## src/logic/icsc_regs.vh

```
`ifndef ICSC_REGS_VH
`define ICSC_REGS_VH

// Register word addresses.
`define ICSC_A_CTRL 4'h0
`define ICSC_A_FREF 4'h1
`define ICSC_A_MINF 4'h2
`define ICSC_A_DECEL 4'h3
`define ICSC_A_DCBRK 4'h4
`define ICSC_A_STATUS 4'h5
`define ICSC_A_ISTAT 4'h6
`define ICSC_A_IMASK 4'h7
`define ICSC_A_FMAX 4'h8

// Control register fields.
`define ICSC_CTRL_CAR 3:0
`define ICSC_CTRL_LSCR 4
`define ICSC_CTRL_SKEY 5
`define ICSC_CTRL_SMETH 6
`define ICSC_CTRL_SRC 7
`define ICSC_CTRL_CRUN 8
`define ICSC_CTRL_W 9

// Brake register fields.
`define ICSC_BRK_CUR 7:0
`define ICSC_BRK_TIME 15:8

// Reset values.
`define ICSC_RST_CTRL 9'h000
`define ICSC_RST_FREF 16'h0000
`define ICSC_RST_MINF 16'h000F
`define ICSC_RST_DECEL 16'h0064
`define ICSC_RST_DCBRK 16'h0532
`define ICSC_RST_FMAX 16'h0258

// Carrier select codes.
`define ICSC_CAR_2K5 4'h1
`define ICSC_CAR_5K0 4'h2
`define ICSC_CAR_7K5 4'h3
`define ICSC_CAR_10K 4'h4
`define ICSC_CAR_12F 4'h7
`define ICSC_CAR_24F 4'h8
`define ICSC_CAR_36F 4'h9

// Carrier outputs: fixed frequency in 0.1 kHz, tracking multipliers.
`define ICSC_KHZ_2K5 8'h19
`define ICSC_KHZ_5K0 8'h32
`define ICSC_KHZ_7K5 8'h4B
`define ICSC_KHZ_10K 8'h64
`define ICSC_MUL_12 6'h0C
`define ICSC_MUL_24 6'h18
`define ICSC_MUL_36 6'h24

// Low speed carrier reduction: 5 Hz in 0.1 Hz units, 110 percent.
`define ICSC_LS_FOUT 16'h0032
`define ICSC_LS_CUR 9'h06E

// Timing.
`define ICSC_CLK_NS 40
`define ICSC_MS_NS 1000000
`define ICSC_BRK_STEP_MS 100
`define ICSC_DECEL_PER_MS 100

// Interrupt status bits.
`define ICSC_IRQ_KEYSTOP 0
`define ICSC_IRQ_STOPPED 1
`define ICSC_IRQ_BRAKE 2
`define ICSC_IRQ_CARRED 3
`define ICSC_IRQ_W 4

`endif

```

## src/logic/icsc_top.v

```verilog
`include "icsc_regs.vh"

module icsc_top #(
    parameter MS_CYCLES = `ICSC_MS_NS / `ICSC_CLK_NS
) (
    // Clock and reset.
    input wire CLK,
    input wire RSTN,
    // Avalon-MM slave.
    input wire [3:0] AVS_ADDRESS,
    input wire AVS_READ,
    input wire AVS_WRITE,
    input wire [31:0] AVS_WRITEDATA,
    input wire [3:0] AVS_BYTEENABLE,
    output reg [31:0] AVS_READDATA,
    output reg AVS_WAITREQUEST,
    // Pins.
    input wire FORWARD_RUN,
    input wire REVERSE_RUN,
    input wire STOP_KEY,
    input wire CAP_SMALL_200V,
    // Measured output current in percent of rating.
    input wire [8:0] OUTPUT_CURRENT,
    // Drive outputs.
    output reg [15:0] OUTPUT_FREQ,
    output reg OUTPUT_ON,
    output reg DC_BRAKE,
    output reg [7:0] DC_BRAKE_LEVEL,
    output reg [7:0] CARRIER_KHZ10,
    output reg [5:0] CARRIER_MULT,
    output reg STOP_ALARM,
    output reg IRQ
);
    localparam ST_STOP = 2'b00;
    localparam ST_RUN = 2'b01;
    localparam ST_DECEL = 2'b10;
    localparam ST_BRAKE = 2'b11;

    reg [`ICSC_CTRL_W-1:0] ctrl_reg;
    reg [15:0] fref_reg;
    reg [15:0] minf_reg;
    reg [15:0] decel_reg;
    reg [15:0] dcbrk_reg;
    reg [15:0] fmax_reg;
    reg [`ICSC_IRQ_W-1:0] istat_reg;
    reg [`ICSC_IRQ_W-1:0] imask_reg;
    reg [1:0] state_reg;
    reg [1:0] state_next;
    reg [15:0] fout_reg;
    reg [15:0] fout_next;
    reg [31:0] acc_reg;
    reg [31:0] acc_next;
    reg [7:0] brk_cnt_reg;
    reg [7:0] brk_cnt_next;
    reg stop_latch_reg;
    reg stop_key_d_reg;
    reg blink_reg;
    reg car_red_reg;
    reg [1:0] init_cnt_reg;
    reg [`ICSC_IRQ_W-1:0] ev;
    wire [2:0] pins_s;
    wire cap_s;
    wire tick_ms;
    wire tick_100ms;
    wire fwd_s = pins_s[0];
    wire rev_s = pins_s[1];
    wire key_s = pins_s[2];
    wire [3:0] car_sel = ctrl_reg[`ICSC_CTRL_CAR];
    wire coast = ctrl_reg[`ICSC_CTRL_SMETH];
    wire term_cmd = fwd_s | rev_s;
    wire comm_cmd = ctrl_reg[`ICSC_CTRL_CRUN];
    wire src_cmd = ctrl_reg[`ICSC_CTRL_SRC] ? comm_cmd : term_cmd;
    wire running = state_reg != ST_STOP;
    wire key_press = key_s & ~stop_key_d_reg;
    wire key_stop = key_press & running &
        ~ctrl_reg[`ICSC_CTRL_SKEY];
    wire latch_clr = ~src_cmd;
    wire run_cmd = src_cmd & ~stop_latch_reg & ~key_stop;
    wire fref_low = fref_reg < minf_reg;
    wire [7:0] brk_time = dcbrk_reg[`ICSC_BRK_TIME];
    wire [31:0] decel_div = {16'h0000, decel_reg} * `ICSC_DECEL_PER_MS;
    wire car_red_cond = ctrl_reg[`ICSC_CTRL_LSCR] &
        (fout_reg <= `ICSC_LS_FOUT) &
        (OUTPUT_CURRENT >= `ICSC_LS_CUR);
    wire bus_req = (AVS_READ | AVS_WRITE) & AVS_WAITREQUEST;
    wire wr_take = AVS_WRITE & ~AVS_WAITREQUEST;
    wire [31:0] wmask = {{8{AVS_BYTEENABLE[3]}}, {8{AVS_BYTEENABLE[2]}},
        {8{AVS_BYTEENABLE[1]}}, {8{AVS_BYTEENABLE[0]}}};
    wire [31:0] wbits = AVS_WRITEDATA & wmask;

    icsc_sync #(
        .W(3)
    ) u_pin_sync (
        .CLK(CLK),
        .RSTN(RSTN),
        .d({STOP_KEY, REVERSE_RUN, FORWARD_RUN}),
        .q(pins_s)
    );

    icsc_sync #(
        .W(1)
    ) u_cap_sync (
        .CLK(CLK),
        .RSTN(RSTN),
        .d(CAP_SMALL_200V),
        .q(cap_s)
    );

    icsc_tick #(
        .DIV(MS_CYCLES)
    ) u_ms_tick (
        .CLK(CLK),
        .RSTN(RSTN),
        .en(1'b1),
        .pulse(tick_ms)
    );

    icsc_tick #(
        .DIV(`ICSC_BRK_STEP_MS)
    ) u_brk_tick (
        .CLK(CLK),
        .RSTN(RSTN),
        .en(tick_ms),
        .pulse(tick_100ms)
    );

    // Frequency ramp and stop sequence.
    always @* begin
        state_next = state_reg;
        fout_next = fout_reg;
        acc_next = acc_reg;
        brk_cnt_next = brk_cnt_reg;
        ev = {`ICSC_IRQ_W{1'b0}};
        ev[`ICSC_IRQ_KEYSTOP] = key_stop;
        case (state_reg)
            ST_STOP: begin
                acc_next = 32'h0000_0000;
                if (run_cmd && !fref_low) begin
                    state_next = ST_RUN;
                    fout_next = minf_reg;
                end
            end
            ST_RUN: begin
                if (!run_cmd && coast) begin
                    state_next = ST_STOP;
                    fout_next = 16'h0000;
                    ev[`ICSC_IRQ_STOPPED] = 1'b1;
                end else if (!run_cmd || fref_low) begin
                    state_next = ST_DECEL;
                end else if (tick_ms) begin
                    if (fout_reg < fref_reg) begin
                        fout_next = fout_reg + 16'h0001;
                    end else if (fout_reg > fref_reg) begin
                        fout_next = fout_reg - 16'h0001;
                    end
                end
            end
            ST_DECEL: begin
                if (run_cmd && !fref_low) begin
                    state_next = ST_RUN;
                end else if (fout_reg <= minf_reg) begin
                    // Braking begins where the ramp meets the minimum.
                    if (brk_time == 8'h00 || coast) begin
                        state_next = ST_STOP;
                        fout_next = 16'h0000;
                        ev[`ICSC_IRQ_STOPPED] = 1'b1;
                    end else begin
                        state_next = ST_BRAKE;
                        brk_cnt_next = brk_time;
                        ev[`ICSC_IRQ_BRAKE] = 1'b1;
                    end
                end else if (tick_ms) begin
                    // Slope is fmax per decel time in 0.1 s units.
                    acc_next = acc_reg + {16'h0000, fmax_reg};
                    if (acc_next >= decel_div) begin
                        acc_next = acc_next - decel_div;
                        fout_next = fout_reg - 16'h0001;
                    end
                end
            end
            ST_BRAKE: begin
                fout_next = 16'h0000;
                if (tick_100ms) begin
                    if (brk_cnt_reg <= 8'h01) begin
                        state_next = ST_STOP;
                        ev[`ICSC_IRQ_STOPPED] = 1'b1;
                    end else begin
                        brk_cnt_next = brk_cnt_reg - 8'h01;
                    end
                end
            end
            default: begin
                state_next = ST_STOP;
                fout_next = 16'h0000;
            end
        endcase
        ev[`ICSC_IRQ_CARRED] = car_red_cond & ~car_red_reg;
    end

    always @(posedge CLK) begin
        if (!RSTN) begin
            state_reg <= ST_STOP;
            fout_reg <= 16'h0000;
            acc_reg <= 32'h0000_0000;
            brk_cnt_reg <= 8'h00;
            stop_latch_reg <= 1'b0;
            stop_key_d_reg <= 1'b0;
            blink_reg <= 1'b0;
            car_red_reg <= 1'b0;
        end else begin
            state_reg <= state_next;
            fout_reg <= fout_next;
            acc_reg <= acc_next;
            brk_cnt_reg <= brk_cnt_next;
            stop_key_d_reg <= key_s;
            car_red_reg <= car_red_cond;
            if (key_stop) begin
                stop_latch_reg <= 1'b1;
            end else if (latch_clr) begin
                stop_latch_reg <= 1'b0;
            end
            if (tick_100ms) begin
                blink_reg <= ~blink_reg;
            end
        end
    end

    // Carrier selection and drive outputs.
    always @(posedge CLK) begin
        if (!RSTN) begin
            OUTPUT_FREQ <= 16'h0000;
            OUTPUT_ON <= 1'b0;
            DC_BRAKE <= 1'b0;
            DC_BRAKE_LEVEL <= 8'h00;
            CARRIER_KHZ10 <= `ICSC_KHZ_7K5;
            CARRIER_MULT <= 6'h00;
            STOP_ALARM <= 1'b0;
            IRQ <= 1'b0;
        end else begin
            OUTPUT_FREQ <= fout_reg;
            OUTPUT_ON <= state_reg != ST_STOP;
            DC_BRAKE <= state_reg == ST_BRAKE;
            DC_BRAKE_LEVEL <= (state_reg == ST_BRAKE) ?
                dcbrk_reg[`ICSC_BRK_CUR] : 8'h00;
            STOP_ALARM <= stop_latch_reg & blink_reg;
            IRQ <= |(istat_reg & imask_reg);
            CARRIER_MULT <= 6'h00;
            if (car_red_cond) begin
                CARRIER_KHZ10 <= `ICSC_KHZ_2K5;
            end else begin
                case (car_sel)
                    `ICSC_CAR_2K5: CARRIER_KHZ10 <= `ICSC_KHZ_2K5;
                    `ICSC_CAR_5K0: CARRIER_KHZ10 <= `ICSC_KHZ_5K0;
                    `ICSC_CAR_7K5: CARRIER_KHZ10 <= `ICSC_KHZ_7K5;
                    `ICSC_CAR_10K: CARRIER_KHZ10 <= `ICSC_KHZ_10K;
                    `ICSC_CAR_12F: begin
                        CARRIER_KHZ10 <= 8'h00;
                        CARRIER_MULT <= `ICSC_MUL_12;
                    end
                    `ICSC_CAR_24F: begin
                        CARRIER_KHZ10 <= 8'h00;
                        CARRIER_MULT <= `ICSC_MUL_24;
                    end
                    `ICSC_CAR_36F: begin
                        CARRIER_KHZ10 <= 8'h00;
                        CARRIER_MULT <= `ICSC_MUL_36;
                    end
                    default: CARRIER_MULT <= CARRIER_MULT;
                endcase
            end
        end
    end

    // Avalon-MM slave: one wait state, then the transfer completes.
    always @(posedge CLK) begin
        if (!RSTN) begin
            AVS_WAITREQUEST <= 1'b1;
            AVS_READDATA <= 32'h0000_0000;
        end else begin
            AVS_WAITREQUEST <= ~bus_req;
            if (bus_req && AVS_READ) begin
                case (AVS_ADDRESS)
                    `ICSC_A_CTRL: AVS_READDATA <= {23'h00_0000, ctrl_reg};
                    `ICSC_A_FREF: AVS_READDATA <= {16'h0000, fref_reg};
                    `ICSC_A_MINF: AVS_READDATA <= {16'h0000, minf_reg};
                    `ICSC_A_DECEL: AVS_READDATA <= {16'h0000, decel_reg};
                    `ICSC_A_DCBRK: AVS_READDATA <= {16'h0000, dcbrk_reg};
                    `ICSC_A_STATUS: AVS_READDATA <= {fout_reg, 10'h000,
                        car_red_reg, state_reg == ST_BRAKE, running,
                        stop_latch_reg, state_reg};
                    `ICSC_A_ISTAT: AVS_READDATA <= {28'h000_0000, istat_reg};
                    `ICSC_A_IMASK: AVS_READDATA <= {28'h000_0000, imask_reg};
                    `ICSC_A_FMAX: AVS_READDATA <= {16'h0000, fmax_reg};
                    default: AVS_READDATA <= 32'h0000_0000;
                endcase
            end
        end
    end

    // Register file; the default carrier is loaded once the strap is stable.
    always @(posedge CLK) begin
        if (!RSTN) begin
            ctrl_reg <= `ICSC_RST_CTRL;
            fref_reg <= `ICSC_RST_FREF;
            minf_reg <= `ICSC_RST_MINF;
            decel_reg <= `ICSC_RST_DECEL;
            dcbrk_reg <= `ICSC_RST_DCBRK;
            fmax_reg <= `ICSC_RST_FMAX;
            istat_reg <= {`ICSC_IRQ_W{1'b0}};
            imask_reg <= {`ICSC_IRQ_W{1'b0}};
            init_cnt_reg <= 2'b00;
        end else begin
            if (init_cnt_reg != 2'b11) begin
                init_cnt_reg <= init_cnt_reg + 2'b01;
            end
            if (init_cnt_reg == 2'b10) begin
                ctrl_reg[`ICSC_CTRL_CAR] <= cap_s ?
                    `ICSC_CAR_10K : `ICSC_CAR_7K5;
            end else if (wr_take && AVS_ADDRESS == `ICSC_A_CTRL) begin
                ctrl_reg <= (ctrl_reg & ~wmask[`ICSC_CTRL_W-1:0]) |
                    wbits[`ICSC_CTRL_W-1:0];
            end
            if (wr_take) begin
                case (AVS_ADDRESS)
                    `ICSC_A_FREF: fref_reg <= (fref_reg & ~wmask[15:0]) |
                        wbits[15:0];
                    `ICSC_A_MINF: minf_reg <= (minf_reg & ~wmask[15:0]) |
                        wbits[15:0];
                    `ICSC_A_DECEL: decel_reg <= (decel_reg & ~wmask[15:0]) |
                        wbits[15:0];
                    `ICSC_A_DCBRK: dcbrk_reg <= (dcbrk_reg & ~wmask[15:0]) |
                        wbits[15:0];
                    `ICSC_A_FMAX: fmax_reg <= (fmax_reg & ~wmask[15:0]) |
                        wbits[15:0];
                    `ICSC_A_IMASK: imask_reg <= wbits[`ICSC_IRQ_W-1:0];
                    default: ;
                endcase
            end
            // New events win over a write-one clear in the same cycle.
            if (wr_take && AVS_ADDRESS == `ICSC_A_ISTAT) begin
                istat_reg <= (istat_reg & ~wbits[`ICSC_IRQ_W-1:0]) | ev;
            end else begin
                istat_reg <= istat_reg | ev;
            end
        end
    end
endmodule

```

## src/logic/icsc_sync.v

```verilog
module icsc_sync #(
    parameter W = 1
) (
    input wire CLK,
    input wire RSTN,
    input wire [W-1:0] d,
    output reg [W-1:0] q
);
    reg [W-1:0] meta_reg;

    always @(posedge CLK) begin
        if (!RSTN) begin
            meta_reg <= {W{1'b0}};
            q <= {W{1'b0}};
        end else begin
            meta_reg <= d;
            q <= meta_reg;
        end
    end
endmodule

```

## src/logic/icsc_tick.v

```verilog
module icsc_tick #(
    parameter DIV = 100
) (
    input wire CLK,
    input wire RSTN,
    input wire en,
    output reg pulse
);
    reg [31:0] cnt_reg;

    always @(posedge CLK) begin
        if (!RSTN) begin
            cnt_reg <= 32'h0000_0000;
            pulse <= 1'b0;
        end else begin
            pulse <= 1'b0;
            if (en) begin
                if (cnt_reg >= DIV - 1) begin
                    cnt_reg <= 32'h0000_0000;
                    pulse <= 1'b1;
                end else begin
                    cnt_reg <= cnt_reg + 32'h0000_0001;
                end
            end
        end
    end
endmodule

```

## config.mk

```make
export PLATFORM = sky130hd
export DESIGN_NAME = icsc_top
export DESIGN_NICKNAME = d
export VERILOG_FILES = /design/src/logic/icsc_top.v /design/src/logic/icsc_sync.v /design/src/logic/icsc_tick.v
export VERILOG_INCLUDE_DIRS = /design/src /design/src/logic
export SDC_FILE = /design/constraint.sdc
export NUM_CORES = 1
export LEC_CHECK = 0
export BUFFER_PORTS_ARGS = -buffer_cell sky130_fd_sc_hd__buf_2
export CORE_MARGIN = 2
export CORE_UTILIZATION = 35
export CTS_CLUSTER_DIAMETER = 150
export DETAILED_ROUTE_END_ITERATION = 16
export GPL_ROUTABILITY_DRIVEN = 0
export PLACE_DENSITY = 0.58
export SKIP_LAST_GASP = 1
export SLEW_MARGIN = 25
export SYNTH_ARGS = -nofsm -noshare
export SYNTH_HDL_FRONTEND = slang
export SYNTH_SLANG_ARGS = --single-unit
```

## constraint.sdc

```tcl
create_clock -name CLK -period 8.45 [get_ports CLK]
set_clock_uncertainty 0.15 [all_clocks]
set_input_delay 1.69 -clock CLK [delete_from_list [all_inputs] [get_ports CLK]]
set_output_delay 1.69 -clock CLK [all_outputs]
set_load 0.005 [all_outputs]
```

## Word level (Yosys, flattened, before mapping)

Cells that the tools add are included.

| cells by class | value |
|---|---|
| $add $sub $neg | 8 |
| $mul | 1 |
| order comparisons | 10 |
| equal/unequal tests | 38 |
| muxes and demuxes | 55 |
| bitwise gates (word level) | 43 |
| reduce and logical (&&, ||, !) cells | 37 |

Operator list:

| kind | number |
|---|---|
| $pmux 32 s9 | 1 |
| $mux 16 | 11 |
| $mux 32 | 5 |
| $and 16x16->16 | 6 |
| $or 16x16->16 | 5 |
| $add 32x1->32 const B | 2 |
| $pmux 16 s4 | 1 |
| $pmux 32 s2 | 1 |
| $mux 8 | 5 |
| $pmux 8 s5 | 1 |
| $add 32x16->32 | 1 |
| $ge 32x15->1 const B | 1 |
| $ge 32x23->1 | 1 |
| $ge 32x7->1 const B | 1 |
| $lt 16x16->1 | 2 |
| $sub 32x23->32 | 1 |
| $eq 4x3->1 const B | 6 |
| $pmux 6 s4 | 1 |
| $mul 16x5->21 const B | 1 |
| $mux 2 | 10 |
| $reduce_and 2->1 | 9 |
| $add 16x1->16 const B | 1 |
| $eq 4x2->1 const B | 4 |
| $gt 16x16->1 | 1 |
| 50 further kinds | 114 |

| word-level totals | value |
|---|---|
| register bits after elaboration | 310 |
| input bits | 57 |
| output and inout bits | 75 |
| word-level logic and storage cells | 229 |

## Depth between registers and ports, before layout

| depth | value |
|---|---|
| depth after elaboration | 12 |
| gate-level depth with buffers | 28 |

## Modules after synthesis

From an unflattened synthesis, not the netlist that was laid out.

| second synthesis, totals | value |
|---|---|
| cells, all modules | 2359 |
| area, all modules | 19252.2 um2 |

Modules (own cells, without submodules):

| module | instances | cells an instance | area each (um2) |
|---|---|---|---|
| icsc_top | 1 | 1957 | 15707.6 |
| icsc_tick at u_ms_tick | 1 | 191 | 1670.4 |
| icsc_tick at u_brk_tick | 1 | 195 | 1664.1 |
| icsc_sync at u_pin_sync | 1 | 12 | 157.7 |
| icsc_sync at u_cap_sync | 1 | 4 | 52.6 |

## Worst setup path after synthesis

No wires, ideal clock.

| path | value |
|---|---|
| path kind | register to register |
| from | register with a tool-made name |
| to | register fout_reg[11] |
| setup time | 117 ps |
| arrival | 5957 ps |
| required time | 8183 ps |
| setup slack | 2226 ps |
| cell stages (with the launch flop) | 24 |
| path buffers | 1 |
| clock period less this slack | 6224 ps |
| path through | dfxtp_1 -> ha_1 -> ha_1 -> fa_1 -> ha_1 -> a21oi_1 -> o21ai_0 -> a21oi_1 -> o21ba_2 -> o21ai_0 -> or4_1 -> o311ai_0 -> o2111ai_1 -> a21oi_1 -> xor2_1 -> ha_1 -> or2_2 -> and3_1 -> or4b_1 -> mux2i_4 -> nand4_4 -> o221a_1 -> buf_6 -> a32o_1 |

RTL lines:

| what | RTL line | text |
|---|---|---|
| end signal: assignment | icsc_top.v:212 | `fout_reg <= fout_next;` |
| end: declaration | icsc_top.v:49 | `reg [15:0] fout_reg;` |

==> metrics.txt <==
clock latency on the worst-skew pair=550 ps; routed via count=16301; critical path's top delay family=simple AND/OR/NAND/NOR gates; # port buffers=109; worst path buffer plus inverter count=1; most frequent cell after synthesis=dfxtp_1; Slowest-stage cell, CP=or4b_1; area of the core=0.0511 mm²; CTS Buffer Depth=3; FF-to-FF setup slack=1370 ps; cts hold-fix bufs=0; Total Power=0.00408 W; end of the critical path=acc_reg[25]; top-area cell type share of the netlist area=0.340; area leader, netlist=dfxtp_1; Die X=231 µm; critical path cell sequence=ha_1 > ha_1 > fa_1 > ha_1 > a21oi_1 > o21ai_0 > a21oi_1 > o21ba_2 > o21ai_0 > or4_1 > o311ai_0 > o2111ai_1 > a21oi_1 > xor2_1 > ha_1 > or2_2 > and3_1 > or4b_1 > mux2i_4 > nand4_4 > buf_4 > and3_1 > or4_1 > nand3_1; fmax=141 MHz; RSZ-0062 raised after global routing=no; Post-Route WL=52200 µm; syn_area_per_cell=8.17 µm²; WL/cell=17.5 µm; Worst Path Required=8780 ps; Antenna Nets Post-Route=0; TritonCTS clock tree=done; number of post-CTS setup repair buffers=0; Max stage delay on crit path=540 ps; Worst EP arrival=7410 ps; CTS clk-pin slew, worst paths=60 ps; post-synth cell types=89; vias in the first global route=15173; Yosys Warn Count=0; vias per cell=5.47; Multi-input gate area=0.0111 mm²; synthesized cell area=0.0180 mm²; global-route wire length before repair=82600 µm; Startpoint Class=flip-flop; post-cts resize count=0; WS Path Type=flip-flop to flip-flop; Final nets=2497; power per cell area=201 mW/mm²; clock sink total=306; top_reg_cell synth=dfxtp_1; Final period util=0.838; Most common cell on crit path=ha_1; CP max FO=26; Die H=231 µm; GRT Total Usage=0.192; relative slew slack=0.297; die area=0.0534 mm²; FFs w/ async S/R, synth=0; Hold Path Cell Cnt=1; DRC=0; clk root buf=clkbuf_16; setup TNS=0 ps; final slew viol count=0; DP HPWL=39000 µm; Setup WS post-layout=1370 ps; #FFs+latches synth=306; status=finished, final reports clean; antenna violations before repair=7; worst slack, placed=1310 ps; Final setup viols=0; endpoints failing hold=0; area growth from synthesis to layout=12.6%; final hold slack=282 ps; layout cells sized above 1=0.0952; worst vdd ir=128 µV; largest net degree at the start of global routing=66; GR Overflow Total=0; critical path capture point type=flip-flop; maxcap violations=0; # fillers=5222; leak pwr=8.25 nW; r2r endpoint=acc_reg[25]; top cells by count, synth=dfxtp_1, nor2_1, nand2_1; post-synthesis sequential area ratio=0.340; number of cell rows=83; TritonCTS Buffers=36; Worst Max-Slew Pin Slew=1050 ps; register area=0.00613 mm²; io pins=132; 1st-iter DRT viols=1182; number of synthesized flops with an enable pin=0; CTS H-tree lvls=2; synth top area cells=dfxtp_1, ha_1, nor2_1; first drt pass iteration count=5; R2R cell count=24; Hold Crit Class=flip-flop to flip-flop; fin crit period=7080 ps; Mapped Cells=2208; Initial Utilization=0.353; CP Depth=24
[routing by layer]
metal / track usage / wire length (µm) / up-vias / share of wire
met4: 0.0627 / 1330 / 12 / 0.025
met2: 0.290 / 22400 / 444 / 0.43
met1: 0.273 / 25000 / 7807 / 0.48
met5: 0 / 76 / - / 0.0015
met3: 0.0369 / 3290 / 80 / 0.063
li1: - / - / 7958 / -
[cells by family (layout without fill, tap and decap cells)]
family	after synthesis	count (layout)	synth area share
compound gates	522	522	0.191
fa+ha+maj	160	160	0.116
buf+inv	230	303	0.0506
xor+xnor	103	103	0.0500
mux	77	77	0.0438
other cells	1	21	0.000208
flops	306	306	0.340
simple gates	809	809	0.209
[how the worst min path moves through the flow]
stage | from | endpoint | slack, ps
after floorplan | u_cap_sync.meta_reg | u_cap_sync.q | 260
after global placement | u_pin_sync.meta_reg[1] | u_pin_sync.q[1] | 270
after detailed placement | u_pin_sync.meta_reg[1] | u_pin_sync.q[1] | 270
after CTS | u_pin_sync.meta_reg[1] | u_pin_sync.q[1] | 280
after global routing | u_pin_sync.meta_reg[1] | u_pin_sync.q[1] | 300
final | u_pin_sync.meta_reg[1] | u_pin_sync.q[1] | 280
[per-stage QoR]
step	area, µm²	instances	utilization
2_1_floorplan	18100	2227	-
3_3_place_gp	19200	2923	0.375
3_5_place_dp	19200	2923	0.376
4_1_cts	20300	2980	0.398
5_1_grt	20300	2981	0.398
6_report	20300	2981	0.398
[worst register-to-register path, cell delays in order, from the launching register on]
cell and delay, ps:
dfxtp_1 470, ha_1 290, ha_1 320, fa_1 460, ha_1 340, a21oi_1 200
o21ai_0 110, a21oi_1 230, o21ba_2 170, o21ai_0 120, or4_1 420, o311ai_0 230
o2111ai_1 200, a21oi_1 200, xor2_1 190, ha_1 320, or2_2 310, and3_1 230
or4b_1 540, mux2i_4 290, nand4_4 200, buf_4 310, and3_1 230, or4_1 400
nand3_1 80
[layout make-up]
class	count	area share
tap	680	0.0419
timing repair buffer	120	0.0309
multi-input combinational	1691	0.547
clock buffer	42	0.0474
antenna	1	0.000123
sequential	306	0.301
inverter	126	0.0234
clock inverter	15	0.00782
[report_power, final]
group	switching [W]	total [W]	internal, W
clock network	0.000636	0.00151	0.000877
registers	0.000111	0.00162	0.00151
logic	0.000605	0.000945	0.000340
total	0.00135	0.00408	0.00273
[cell usage in the layout (no fill, tap or decap), types with 8 or more instances in the layout]
cell       netlist  layout
a21o_1          35      35
a21oi_1        168     168
a22o_1          22      22
a22oi_1         37      37
a31oi_1         37      36
a32o_1          16      16
and2_1          34      33
and3_1          29      29
buf_2            7     109
buf_4            4      11
clkbuf_16        0      36
conb_1           1      20
dfxtp_1        306     306
fa_1            13      13
ha_1           146     146
inv_1          125     125
mux2i_1         71      71
nand2_1        240     239
nand2b_1        16      16
nand3_1         62      62
nand4_1         38      38
nor2_1         258     258
nor2b_1         21      21
nor3_1          41      38
nor4_1          20      19
o211ai_1        16      16
o21a_1          15      15
o21ai_0         75      75
o21ai_1          8       8
or2_2           10      10
or3_1           10      10
xnor2_1         60      60
xor2_1          43      43
Note: power is estimated with default switching activity, not from simulation.
